$ cat src/pkg/lane_cfg.svh
// Constants for the bus lane parity logic
`ifndef LANE_CFG_SVH
`define LANE_CFG_SVH
`define LANE_BYTES 4
`define LANE_BITS 8
`define ADDR_HI 30
`define ADDR_INV_LO 2
`define STATUS_IDLE 1'h1
`define STATUS_ERR 1'h0
`define SYNC_RST 3'h0
`endif

$ cat src/pkg/lane_pkg.sv
// Types shared by the bus lane parity logic
package lane_pkg;
   // Write cycle phase
   typedef enum logic [1:0] {
      wr_idle,
      wr_first,
      wr_drive
   } wr_phase_t;
endpackage : lane_pkg

$ cat src/core/lane_parity_gen.sv
// Per-byte even parity generator
`timescale 1ns/1ns
`include "lane_cfg.svh"
module lane_parity_gen
   import lane_pkg::*;
#(
   parameter int BYTES = `LANE_BYTES
) (
   // Data in
   input wire logic [BYTES*8-1:0] data,
   // Parity out, one bit per byte
   output logic [BYTES-1:0] parity
);
   // Even parity: bit makes the byte plus parity even
   always_comb begin
      for (int i = 0; i < BYTES; i++) begin
         parity[i] = ^data[i*`LANE_BITS +: `LANE_BITS];
      end
   end
endmodule : lane_parity_gen

$ cat src/core/pin_sync3.sv
// Three-flop synchroniser with agreement of the last two stages
`timescale 1ns/1ns
`include "lane_cfg.svh"
module pin_sync3
   import lane_pkg::*;
#(
   parameter int W = 1
) (
   // Clock and reset
   input wire logic clk,
   input wire logic rst_n,
   input wire logic ce,
   // Pin in, clean level out
   input wire logic [W-1:0] pin,
   output logic [W-1:0] level
);
   logic [W-1:0] s1_q, s2_q, s3_q, lv_q;
   logic [W-1:0] s1_d, s2_d, s3_d, lv_d;
   // Next values: a bit changes once stages two and three agree
   always_comb begin
      s1_d = pin;
      s2_d = s1_q;
      s3_d = s2_q;
      lv_d = lv_q;
      for (int i = 0; i < W; i++) begin
         if (s2_q[i] == s3_q[i]) begin
            lv_d[i] = s3_q[i];
         end
      end
   end
   // Registers
   always_ff @(posedge clk or negedge rst_n) begin
      if (!rst_n) begin
         s1_q <= '0;
         s2_q <= '0;
         s3_q <= '0;
         lv_q <= '0;
      end else if (ce) begin
         s1_q <= s1_d;
         s2_q <= s2_d;
         s3_q <= s3_d;
         lv_q <= lv_d;
      end
   end
   assign level = lv_q;
endmodule : pin_sync3

$ cat src/core/bus_lane_parity_logic.sv
// Bus lane driver with write parity generation and read parity checking
// Writes: a cycle start latches address, lanes and data; the data and
// parity pins turn on one clock later and stay on until the cycle end.
// Reads: data and parity pins are taken as-is on the ready clock, and
// the status pin shows the lane check for exactly the next clock.
// Hazard: the status flop is frozen with the clock enable, so a low
// status seen while the enable drops stays low until it rises again.
`timescale 1ns/1ns
`include "lane_cfg.svh"
module bus_lane_parity_logic
   import lane_pkg::*;
#(
   parameter int AW = `ADDR_HI,
   parameter int NB = `LANE_BYTES
) (
   // Clock, reset, enable
   input wire logic clk,
   input wire logic rst_n,
   input wire logic ce,
   // Core side cycle request
   input wire logic cyc_start,
   input wire logic cyc_write,
   input wire logic [AW-1:0] cyc_addr,
   input wire logic [NB-1:0] cyc_lane_en,
   input wire logic [NB*8-1:0] cyc_wdata,
   input wire logic cyc_end,
   // Hold conditions
   input wire logic bus_hold,
   input wire logic addr_hold,
   // Ready and bus size from the ready logic, same clock
   input wire logic read_ready,
   input wire logic [NB-1:0] size_lane_en,
   // Word address lines, three-signal form
   input wire logic [AW-1:0] word_address_lines_i,
   output logic [AW-1:0] word_address_lines_o,
   output logic [AW-1:0] word_address_lines_oe,
   // Invalidation address seen on the upper lines
   output logic [AW-1:0] inval_addr,
   // Byte lane enables
   output logic [NB-1:0] byte_lane_enable_n,
   output logic [NB-1:0] byte_lane_enable_n_oe,
   // Data lines
   input wire logic [NB*8-1:0] data_lines_i,
   output logic [NB*8-1:0] data_lines_o,
   output logic data_lines_oe,
   // Parity lines
   input wire logic [NB-1:0] lane_parity_bits_i,
   output logic [NB-1:0] lane_parity_bits_o,
   output logic lane_parity_bits_oe,
   // Read data to the core, and status pin
   output logic [NB*8-1:0] rd_data,
   output logic parity_check_status_n
);
   // =====================================================
   // Address and byte enable drive
   // =====================================================
   logic [AW-1:0] addr_q, addr_d; // Latched cycle address
   logic [NB-1:0] be_q, be_d; // Latched lane enables
   logic [NB*8-1:0] wd_q, wd_d; // Latched write data
   logic [NB-1:0] wp; // Parity of write data
   wr_phase_t ph_q, ph_d; // Write phase
   logic st_q, st_d; // Parity status pin
   logic [AW-`ADDR_INV_LO-1:0] inval_hi; // Synchronised upper lines

   // Even parity bit of every byte lane, for the checks below
   function automatic logic [NB-1:0] lane_even(input logic [NB*8-1:0] w);
      lane_even = '0;
      for (int i = 0; i < NB; i++) begin
         lane_even[i] = ^w[i*`LANE_BITS +: `LANE_BITS];
      end
   endfunction : lane_even

   // Next values for cycle capture and write phase
   always_comb begin
      addr_d = addr_q;
      be_d = be_q;
      wd_d = wd_q;
      ph_d = ph_q;
      if (cyc_start) begin
         addr_d = cyc_addr;
         be_d = cyc_lane_en;
         wd_d = cyc_wdata;
      end
      case (ph_q)
         wr_idle: begin
            // First clock of a write: data not driven
            if (cyc_start && cyc_write) begin
               ph_d = wr_first;
            end
         end
         wr_first: begin
            ph_d = cyc_end ? wr_idle : wr_drive;
         end
         wr_drive: begin
            if (cyc_end) begin
               ph_d = wr_idle;
            end
         end
         default: begin
            ph_d = wr_idle;
         end
      endcase
   end

   // Upper lines in, lowest two output only: only the upper lines
   // are synchronised; the lowest two never carry an input
   pin_sync3 #(
      .W(AW - `ADDR_INV_LO)
   ) u_addr_sync (
      .clk(clk),
      .rst_n(rst_n),
      .ce(ce),
      .pin(word_address_lines_i[AW-1:`ADDR_INV_LO]),
      .level(inval_hi)
   );

   // Invalidation address: the output-only lines read as zero
   assign inval_addr = {inval_hi, {`ADDR_INV_LO{1'b0}}};

   // Write parity generator
   lane_parity_gen #(
      .BYTES(NB)
   ) u_gen (
      .data(wd_q),
      .parity(wp)
   );

   // Pin drive: address released in either hold
   always_comb begin
      // Address lines carry the latched word address
      word_address_lines_o = addr_q;
      // Both hold kinds float every word address line
      word_address_lines_oe = (bus_hold || addr_hold) ? '0 : '1;
      // Enables low for active lanes, lane i over data byte i
      byte_lane_enable_n = ~be_q;
      // Only bus hold floats the enables; address hold keeps them
      byte_lane_enable_n_oe = bus_hold ? '0 : '1;
      // Write data straight from its latch
      data_lines_o = wd_q;
      // Off in the first write clock, on from the second
      data_lines_oe = (ph_q != wr_idle) && (ph_q != wr_first);
      // Parity rides with the data, same enable
      lane_parity_bits_o = wp;
      lane_parity_bits_oe = data_lines_oe;
   end

   // =====================================================
   // Read parity check
   // =====================================================
   logic [NB*8-1:0] rd_q, rd_d; // Sampled read data
   logic [NB-1:0] miss; // Per-lane mismatch
   logic [NB-1:0] rp; // Expected parity

   // Expected parity of incoming data
   lane_parity_gen #(
      .BYTES(NB)
   ) u_chk (
      .data(data_lines_i),
      .parity(rp)
   );

   // Status for data sampled with ready, shown next clock
   always_comb begin
      // Read data kept until the next ready
      rd_d = rd_q;
      // Status inactive high on every clock without a read
      st_d = `STATUS_IDLE;
      // Odd byte plus parity on an enabled lane is a mismatch
      miss = (rp ^ lane_parity_bits_i) & be_q & size_lane_en;
      // Ready on a read: take data whatever the parity says
      if (read_ready && !cyc_write) begin
         rd_d = data_lines_i;
         st_d = (|miss) ? `STATUS_ERR : `STATUS_IDLE;
      end
   end

   // Registers, all on rising clk; the enable freezes every one of them
   // Reset: nothing latched, data pins off, status inactive high
   always_ff @(posedge clk or negedge rst_n) begin
      if (!rst_n) begin
         addr_q <= '0;
         be_q <= '0;
         wd_q <= '0;
         ph_q <= wr_idle;
         rd_q <= '0;
         st_q <= `STATUS_IDLE;
      end else if (ce) begin
         addr_q <= addr_d;
         be_q <= be_d;
         wd_q <= wd_d;
         ph_q <= ph_d;
         rd_q <= rd_d;
         st_q <= st_d;
      end
   end

   assign rd_data = rd_q;
   assign parity_check_status_n = st_q;

   // =====================================================
   // Assertions
   // =====================================================
   // Pin release in hold
   a_addr_release: assert property (
      @(posedge clk) disable iff (!rst_n)
      (bus_hold || addr_hold) |-> word_address_lines_oe == '0)
      else $error("address driven during hold");

   a_addr_drive: assert property (
      @(posedge clk) disable iff (!rst_n)
      !(bus_hold || addr_hold) |-> word_address_lines_oe == '1)
      else $error("address floated outside hold");

   a_be_release: assert property (
      @(posedge clk) disable iff (!rst_n)
      bus_hold |-> byte_lane_enable_n_oe == '0)
      else $error("byte enables driven in bus hold");

   a_be_drive: assert property (
      @(posedge clk) disable iff (!rst_n)
      !bus_hold |-> byte_lane_enable_n_oe == '1)
      else $error("byte enables floated outside bus hold");

   // Lane enables and invalidation address
   a_be_lanes: assert property (
      @(posedge clk) disable iff (!rst_n)
      ce && cyc_start |=> byte_lane_enable_n == ~$past(cyc_lane_en))
      else $error("byte enables differ from requested lanes");

   a_inval_low: assert property (
      @(posedge clk) disable iff (!rst_n)
      inval_addr[`ADDR_INV_LO-1:0] == '0)
      else $error("output-only address lines read as input");

   // Write data and parity timing
   a_first_clk: assert property (
      @(posedge clk) disable iff (!rst_n)
      ce && ph_q == wr_idle && cyc_start && cyc_write
      |=> !data_lines_oe)
      else $error("data driven in first write clock");

   a_second_clk: assert property (
      @(posedge clk) disable iff (!rst_n)
      ce && ph_q == wr_first && !cyc_end |=> data_lines_oe)
      else $error("data not driven in second write clock");

   a_data_stop: assert property (
      @(posedge clk) disable iff (!rst_n)
      ce && ph_q != wr_idle && cyc_end |=> !data_lines_oe)
      else $error("data still driven after cycle end");

   a_par_timing: assert property (
      @(posedge clk) disable iff (!rst_n)
      lane_parity_bits_oe == data_lines_oe)
      else $error("parity drive differs from data drive");

   a_par_even: assert property (
      @(posedge clk) disable iff (!rst_n)
      data_lines_oe |-> (^{data_lines_o[7:0], lane_parity_bits_o[0]}) == 0)
      else $error("lane zero parity not even");

   a_par_lanes: assert property (
      @(posedge clk) disable iff (!rst_n)
      data_lines_oe |-> lane_parity_bits_o == lane_even(data_lines_o))
      else $error("write parity not even on every lane");

   // Read capture and status
   a_rd_capture: assert property (
      @(posedge clk) disable iff (!rst_n)
      ce && read_ready && !cyc_write |=> rd_data == $past(data_lines_i))
      else $error("read data not taken on the ready clock");

   a_err_report: assert property (
      @(posedge clk) disable iff (!rst_n)
      ce && read_ready && !cyc_write && (|miss)
      |=> !parity_check_status_n)
      else $error("parity error not reported");

   a_ok_report: assert property (
      @(posedge clk) disable iff (!rst_n)
      ce && read_ready && !cyc_write
      && (((lane_even(data_lines_i) ^ lane_parity_bits_i)
      & be_q & size_lane_en) == '0)
      |=> parity_check_status_n)
      else $error("error reported on clean read lanes");

   a_idle_high: assert property (
      @(posedge clk) disable iff (!rst_n)
      ce && !(read_ready && !cyc_write) |=> parity_check_status_n)
      else $error("status low outside check clock");

   a_lane_mask: assert property (
      @(posedge clk) disable iff (!rst_n)
      ce && read_ready && ((be_q & size_lane_en) == '0)
      |=> parity_check_status_n)
      else $error("disabled lanes flagged error");
endmodule : bus_lane_parity_logic

$ cat config.mk
export PLATFORM = sky130hd
export DESIGN_NAME = bus_lane_parity_logic
export DESIGN_NICKNAME = d
export VERILOG_FILES = /design/src/pkg/lane_pkg.sv /design/src/core/lane_parity_gen.sv /design/src/core/pin_sync3.sv /design/src/core/bus_lane_parity_logic.sv
export VERILOG_INCLUDE_DIRS = /design/src /design/src/pkg
export SDC_FILE = /design/constraint.sdc
export NUM_CORES = 1
export LEC_CHECK = 0
export BUFFER_PORTS_ARGS = -buffer_cell sky130_fd_sc_hd__buf_4
export CAP_MARGIN = 20
export CORE_MARGIN = 4
export CORE_UTILIZATION = 45
export CTS_CLUSTER_DIAMETER = 100
export DETAILED_ROUTE_END_ITERATION = 16
export PLACE_DENSITY = 0.73
export SLEW_MARGIN = 20
export SYNTH_ARGS = -nofsm -noshare
export SYNTH_HDL_FRONTEND = slang
export SYNTH_SLANG_ARGS = --single-unit
$ cat constraint.sdc
create_clock -name clk -period 2.9 [get_ports clk]
set_clock_uncertainty 0.15 [all_clocks]
set_input_delay 0.58 -clock clk [delete_from_list [all_inputs] [get_ports clk]]
set_output_delay 0.58 -clock clk [all_outputs]
set_load 0.01 [all_outputs]
==> out/metrics.yaml, run 1 <==
required_ns: 2.17
top_usage_layer: "met2"
multi_input_area_mm2: 0.00332
syn-mean-instance-area_um2: 14.0
place_ws_ns: 0.624
htreeDepth: 1
tightest_slew_ns: 0.672
clk-insertion-delay-late_ns: 0.50
r2r_slack_ns: 1.50
rsz0062_at_grt: "false"
gr-total-overflow: 0
r2r_end: "ph_q[0]"
synth_area_leader_cell: "dfrtp_1"
core_mm2: 0.0196
grt_pass1_wl_um: 30600
min_from: "cyc_addr[0]"
syn-instance-count: 647
syn_to_final_growth_pct: 34.9
crit_type: "reg2out"
die_y_um: 150
grt_util_met1_pct: 21.3
reg2reg_from: "ph_q[1]"
fin_tns_setup_ns: 0
ys_seq_area_share_pct: 59.0
wl_per_cell_um: 16.8
drive_gt1_share_pct: 57.0
clkTransAtPathRegs_ns: 0.06
hold_end: "word_address_lines_o[0]"
hold_class: "in2reg"
cts_inserted_buffers: 23
cts-root-buf: "clkbuf_16"
cts_tree: "yes"
place.detailed.hpwl_um: 14900
ir_drop_uv: 546
synth_area_mm2: 0.00904
port_buffers: 309
status: "finished clean"
register_area_mm2: 0.00533
postCtsSetupBuffers: 0
ff2ff_path_depth: 2
antenna_left: 0
antenna_found_initial: 0
cp.arrival_ns: 1.73
first_global_vias: 5826
synth.distinct_cells: 26
drv_cap: 0
ioPinCount: 314
vias: 5853
cp-end-kind: "output pin"
slew_violations: 0
use_met3_pct: 5.69
grt_util_met2_pct: 28.7
gp_congestion: 0.758
max_freq_mhz: 406
finalHoldViolations: 0
drtIter0Drc: 185
fp.dieW_um: 150
wirelength_um: 20400
fin_crit_sh_pct: 84.9
cts_buffer_depth: 3
p_leak_nw: 5.72
cts.sinks: 213
synth_top_cell_area_share_pct: 58.7
std_cell_rows: 51
drc: 0
critPathLaunchType: "register"
setup_ws_ns: 0.437
holdPathStages: 2
start_util_pct: 46.2
vias_per_cell: 4.83
post_cts_resized: 0
final_nets: 1075
setup_violations: 0
netlist_top_cells_area: "dfrtp_1 (59%), mux2_2 (23%), xnor2_1 (3.3%), a21oi_1 (3.1%), buf_4 (2.9%)"
track_usage_pct: 17.1
worstPathMaxFanout: 3
slew_headroom_pct: 55.2
grt_max_degree: 145
ys_seq_elements: 213
powerDensity_mw_per_mm2: 727
synth_warnings: 0
diodes: 0
die-area_mm2: 0.0224
firstDrtPassIters: 4
finalCriticalPeriod_ns: 2.46
n_fill_cell: 1550
layer usage:
layer / vias to the layer above / wire (um)
met3: 34 / 1820
met2: 185 / 9990
met1: 2863 / 8060
met5: - / 0
met4: 0 / 519
li1: 2771 / -
synth_stat cells (all sizes together):
cell       n
o22a       1
or4b       1
inv        6
mux2i      3
xor2       8
xnor3      7
clkbuf    15
nor2      29
o21ai      3
mux2     182
dfrtp    212
dfstp      1
xnor2     35
nand2b    28
nand2      2
buf       47
and2       1
nand3      3
nand3b     5
conb       1
a21oi     56
a2111oi    1
cell type report:
type,instances,share of cell area (%)
multi-input cells,367,27.2
clock inverters,8,0.790
well taps,265,2.72
inverters,6,0.185
repair buffers,319,20.1
flip-flops and latches,213,43.7
clock buffers,33,5.27
cells in the final DEF, fill, tap and decap left out, types with 3 or more instances in the layout:
master / n
nand3b_1: 5
xnor2_1: 34
inv_1: 6
nand2b_1: 28
o21ai_0: 3
xnor3_1: 6
buf_4: 313
a21oi_1: 56
mux2i_1: 3
clkbuf_16: 23
mux2_2: 182
xor2_1: 8
nor2_1: 29
dfrtp_1: 212
nand3_1: 3
clkinv_2: 4
clkbuf_1: 7
clkbuf_8: 4
buf_12: 4
worst max-delay path by stage:
stage                     depth (start not counted)  slack (ns)        startpoint                        end
final                                             4        0.44  data_lines_o[23]      lane_parity_bits_o[2]
after global routing                              4        0.30  data_lines_o[23]      lane_parity_bits_o[2]
after CTS                                         4        0.31  data_lines_o[23]      lane_parity_bits_o[2]
after detailed placement                          6        0.62  data_lines_i[26]      parity_check_status_n
after global placement                            6        0.65  data_lines_i[30]      parity_check_status_n
after floorplan                                   2        0.26          bus_hold  word_address_lines_oe[10]
where the power goes:
part | internal [mW] | total, mW | switching, mW
Clock | 1.72 | 2.85 | 1.13
Sequential | 3.49 | 3.84 | 0.356
Combinational | 1.27 | 2.17 | 0.903
Total | 6.48 | 8.87 | 2.39
state kept, by name, summed over array words and instances, names as in the netlist:
| name | flops |
|---|---|
| u_addr_sync.s1_q | 28 |
| data_lines_o | 32 |
| rd_data | 32 |
| parity_check_status_n | 1 |
| u_addr_sync.s2_q | 28 |
| u_addr_sync.s3_q | 28 |
| be_q | 4 |
| word_address_lines_o | 30 |
| u_addr_sync.level | 28 |
| ph_q | 2 |
worst max-delay path: stages, from the launching register on:
cell,delay [ns]
dfrtp_1,0.40
xor2_1,0.37
xnor2_1,0.19
xnor2_1,0.14
buf_4,0.15
metrics by stage:
stage | utilization [%] | instances | hold slack, ns | instance area [um2] | total power, mW
floorplan | - | 648 | 0.134 | 9050 | 4.97
global placement | 58.4 | 1169 | 0.318 | 11400 | 6.04
detailed placement | 58.4 | 1169 | 0.329 | 11400 | 6.10
CTS | 62.3 | 1211 | 0.135 | 12200 | 8.99
global route | 62.3 | 1211 | 0.139 | 12200 | 9.34
finish | 62.3 | 1211 | 0.158 | 12200 | 8.87
kinds of logic (layout without fill, tap and decap cells):
group	after synthesis	after routing	synth area share (%)
and+or+nand+nor	69	69	3.98
AOI/OAI and AO/OA	61	61	3.47
DFF	213	213	59.0
buffers and inverters	68	366	4.43
other	1	2	0.0415
xor gates and xnor gates	50	50	6.13
muxes	185	185	23.0
repair_timing:
item | 4_1_cts | 5_1_grt
endpoints found under the setup margin | 0 | 0
hold buffers | 1 | 0
endpoints found under the hold margin | 61 | 0
Note: power is estimated with default switching activity, not from simulation.
==> run 2, diff against run 1 <==
Settings changed: PLACE_DENSITY 0.73 to 0.76.
Clock period 2.9 ns to 2.1 ns, I/O delays scaled along.
==> run 2 against run 1 <==
  * The flow now finishes with violations (negative setup slack)
  * Largest cell class unchanged
  * Via count is 7.8% higher
  * Final cell count grew 8.0%
  * Setup slack got worse by 0.47 ns
  * Register-to-register slack worse by 0.88 ns
  * Clock power grew 45%
  * Total power increased by 43%
==> out/metrics.yaml, run 2 (synthesized netlist as in run 1, its figures left out) <==
max_freq_mhz: 468
vias: 6307
holdPathStages: 2
antenna_found_initial: 1
fin_crit_sh_pct: 102
fin_tns_setup_ns: -0.107
track_usage_pct: 19.9
final_nets: 1171
p_leak_nw: 6.21
finalCriticalPeriod_ns: 2.14
drv_cap: 0
powerDensity_mw_per_mm2: 959
ff2ff_path_depth: 4
fp.dieW_um: 150
start_util_pct: 46.2
clk-insertion-delay-late_ns: 0.49
first_global_vias: 6602
cts_buffer_depth: 3
finalHoldViolations: 0
firstDrtPassIters: 4
grt_pass1_wl_um: 35500
htreeDepth: 1
rsz0062_at_grt: "true"
crit_type: "reg2out"
wl_per_cell_um: 17.9
cts_inserted_buffers: 23
cts_tree: "yes"
gr-total-overflow: 0
slew_violations: 0
std_cell_rows: 51
antenna_left: 0
setup_violations: 4
violations: "negative setup slack"
syn_to_final_growth_pct: 46.7
required_ns: 1.53
mostFrequentLayoutCell: "buf_4"
cp-end-kind: "output pin"
hold_slack_ns: 0.0163
cts-root-buf: "clkbuf_16"
hold_class: "in2reg"
critPathLaunchType: "register"
dp.cells: 1176
ioPinCount: 314
setup_ws_ns: -0.0354
fin_cells: 1308
cts.sinks: 213
grt_max_degree: 78
core_mm2: 0.0196
die-area_mm2: 0.0224
drive_gt1_share_pct: 54.8
fin_util_pct: 67.7
worstPathMaxFanout: 3
n_fill_cell: 1341
wirelength_um: 23400
cp.arrival_ns: 1.57
port_buffers: 309
clkTransAtPathRegs_ns: 0.06
gp_congestion: 0.804
drc: 0
vias_per_cell: 4.82
status: "finished with violations"
place.detailed.hpwl_um: 16000
die_y_um: 150
mostFrequentLayoutCells: "buf_4 (326), dfrtp_1 (210), mux2_2 (182)"
ir_drop_uv: 866
drtIter0Drc: 220
run 2: cell types whose count changed in the layout (fill, tap and decap cells not counted), moves of 3 or more:
cell,change
buf_12,+4
xnor2_1,-6
clkinv_4,+3
dlygate4sd3_1,+79
buf_4,+13
clkbuf_1,-6
xnor2_2,+6
run 2: repair_timing:
action | 4_1_cts | 5_1_grt
resized for setup | 5 | 3
endpoints found under the hold margin | 124 | 0
setup endpoints to repair | 4 | 4
pin swaps | 12 | 3
setup buffers | 6 | 4
cloned | 0 | 0
hold buffers | 80 | 0
run 2: final timing paths:
check / start / to / slack [ns]
worst max-delay path: data_lines_o[26] / lane_parity_bits_o[3] / -0.04
worst min-delay path: cyc_addr[12] / word_address_lines_o[12] / 0.02
min in group asynchronous: rst_n / data_lines_o[30] / 0.33
worst min register to register: u_addr_sync.s3_q[9] / u_addr_sync.level[9] / 0.33
max in group asynchronous: rst_n / data_lines_o[0] / 0.75
worst max register to register: be_q[1] / parity_check_status_n / 0.62
run 2: where the power goes:
part	internal [mW]	total, mW	leakage (nW)	switching, mW
Clock	2.49	4.12	0.381	1.63
Sequential	4.82	5.33	2.54	0.510
Combinational	1.92	3.28	3.29	1.35
run 2: worst max-delay path, cell delays in order (launching register included):
cell and delay (ns):
dfrtp_1 0.43, xnor2_1 0.15, xnor2_1 0.22, xnor2_1 0.14
buf_4 0.14
run 2: per-stage QoR:
stage                     area [um2]  power, mW  worst slack, ns
after floorplan                 9050       6.86            0.199
after global placement         11600       8.36           0.0214
after detailed placement       11600       8.45          -0.0425
after CTS                      13200       12.8          -0.0559
after global routing           13300       13.4           -0.143
final                          13300       12.7          -0.0354
run 2: metal layers:
layer  GRT usage [%]  vias to the layer above  part of all wire (%)
li1                -                     2957                     -
met1            25.1                     3073                    39
met2            33.3                      215                    49
met3            5.18                       62                   8.2
met4            7.37                        0                   3.9
met5               0                        -                     0
run 2: cell type report:
type	count	area [um2]	share of cell area (%)
Clock inverter	14	164	1.24
Timing Repair Buffer	415	3420	25.8
Sequential cell	213	5330	40.2
Inverter	6	22.5	0.170
Clock buffer	27	621	4.68
Multi-Input combinational cell	367	3370	25.4
Antenna cell	1	2.50	0.0189
Tap cell	265	332	2.50
==> run 3, diff against run 2 <==
Settings changed: TNS_END_PERCENT set to 50.
==> run 3 against run 2 <==
  * Largest cell class unchanged
  * Via count rose by 0.16%
  * Final cell count unchanged
  * Combinational power barely moved
  * Highest routed layer unchanged
  * Maximum frequency shrank 1.6%
  * Sequential power barely moved
  * Register-to-register slack about the same
  * The run still ends with negative setup slack left
  * Hold slack lost 0.00066 ns
==> out/metrics.yaml, run 3 (synthesized netlist as in run 1, its figures left out) <==
status: "finished with violations"
violations: "negative setup slack"
first_global_vias: 6554
antenna_found_initial: 1
drc: 0
combPwrFrac_pct: 25.7
crit_slowest_cell: "dfrtp_1"
vias_per_cell: 4.83
min_from: "cyc_addr[1]"
vias: 6317
finalCriticalPeriod_ns: 2.17
std_cell_rows: 51
grt_pass1_wl_um: 35400
ioPinCount: 314
cts_tree: "yes"
critPathLaunchType: "register"
cpPeakStageDelay_ns: 0.43
final_nets: 1171
crit_type: "reg2out"
r2r_end: "parity_check_status_n"
post_dp_cell_area_mm2: 0.0116
htreeDepth: 1
clkTransAtPathRegs_ns: 0.06
wl_per_cell_um: 17.9
fin_crit_sh_pct: 103
seqPwrFrac_pct: 41.9
clk-insertion-delay-late_ns: 0.50
finalHoldViolations: 0
cp.arrival_ns: 1.60
setup_ws_ns: -0.0702
reg2reg_from: "be_q[1]"
drtIter0Drc: 207
p_leak_nw: 6.20
max_freq_mhz: 461
mostFrequentLayoutCell: "buf_4"
swShare_pct: 27.5
powerDensity_mw_per_mm2: 959
rsz0062_at_grt: "true"
track_usage_pct: 19.9
path_cells: "xnor2_2 -> xnor2_2 -> xnor2_1 -> buf_4"
antenna_left: 0
p_sw_mw: 3.50
ir_drop_uv: 867
drive_gt1_share_pct: 54.7
core_mm2: 0.0196
firstDrtPassIters: 4
r2r_slack_ns: 0.61
required_ns: 1.53
cts_inserted_buffers: 23
hold_class: "in2reg"
cts_buffer_depth: 3
cp-end-kind: "output pin"
syn_to_final_growth_pct: 46.7
setup_violations: 4
drv_cap: 0
stdcell_area_mm2: 0.0133
slew_violations: 0
critical_path.top_delay_family: "XOR/XNOR gates"
hold_end: "word_address_lines_o[1]"
start_util_pct: 46.2
grt_max_degree: 78
gr-total-overflow: 0
holdPathStages: 2
cp_common_cell: "xnor2_2"
cts-root-buf: "clkbuf_16"
port_buffers: 309
gp_congestion: 0.804
cp.buffers_inverters: 1
fp.dieW_um: 150
internal_power_mw: 9.23
worstPathMaxFanout: 3
clock_power_share_pct: 32.4
die-area_mm2: 0.0224
n_fill_cell: 1338
dp.cells: 1176
ff2ff_path_depth: 4
cts.sinks: 213
wirelength_um: 23500
fin_cells: 1308
place.detailed.hpwl_um: 16000
die_y_um: 150
mostFrequentLayoutCells: "buf_4 (324), dfrtp_1 (209), mux2_2 (182)"
[run 3: cell types whose count changed in the layout (fill, tap and decap cells not counted)]
cell / delta
buf_4: -2
dfrtp_2: +1
dfrtp_1: -1
dlygate4sd3_1: +2
[run 3: what timing repair did]
action	in CTS	in global routing
resized for setup	5	4
endpoints found under the setup margin	4	4
endpoints found under the hold margin	124	2
pin swaps	12	5
setup buffers	5	3
hold buffers	80	2
[run 3: layout make-up]
type | count | area [um2] | area share (%)
inverter | 6 | 22.5 | 0.170
sequential | 213 | 5340 | 40.2
clock inverter | 14 | 164 | 1.24
antenna | 1 | 2.50 | 0.0189
timing repair buffer | 415 | 3430 | 25.8
multi-input combinational | 367 | 3370 | 25.4
clock buffer | 27 | 621 | 4.68
tap | 265 | 332 | 2.50
[run 3: metrics by stage]
stage	TNS [ns]	hold slack [ns]	setup slack [ns]	utilization, %	total power, mW
after floorplan	0	-0.0256	0.199	-	6.86
after global placement	0	0.267	0.0214	59.0	8.36
after detailed placement	-0.0425	0.271	-0.0425	59.0	8.45
after CTS	-0.180	0.0000587	-0.0559	67.4	12.8
after global routing	-0.469	0.000137	-0.128	67.7	13.4
final	-0.171	0.0157	-0.0702	67.7	12.7
[run 3: worst max-delay path by stage]
stage                      from                         to  slack (ns)  cells after the start
2_1_floorplan          bus_hold  word_address_lines_oe[10]        0.20                      2
3_3_place_gp   data_lines_i[26]      parity_check_status_n        0.02                      6
3_5_place_dp   data_lines_i[14]      parity_check_status_n       -0.04                      6
4_1_cts        data_lines_o[24]      lane_parity_bits_o[3]       -0.06                      4
5_1_grt         data_lines_o[6]      lane_parity_bits_o[0]       -0.13                      4
6_report       data_lines_o[11]      lane_parity_bits_o[1]       -0.07                      4
[run 3: worst register-to-register path, stage by stage, from the launching register on]
cell       delay (ns)
dfrtp_1          0.40
nand3b_1         0.10
mux2i_1          0.10
a2111oi_1        0.49
o22a_1           0.19
[run 3: layer usage]
layer / GRT usage [%] / wire length [um]
met5: 0 / 0
met4: 7.32 / 857
met2: 33.0 / 11500
met1: 24.9 / 9200
met3: 5.54 / 1890
[run 3: power by group through the flow]
stage	Clock, mW	Combinational (mW)	Sequential (mW)
floorplan	0	1.37	5.49
global placement	0	3.01	5.35
detailed placement	0	3.07	5.38
CTS	4.24	3.25	5.32
global route	4.43	3.52	5.43
finish	4.12	3.27	5.33
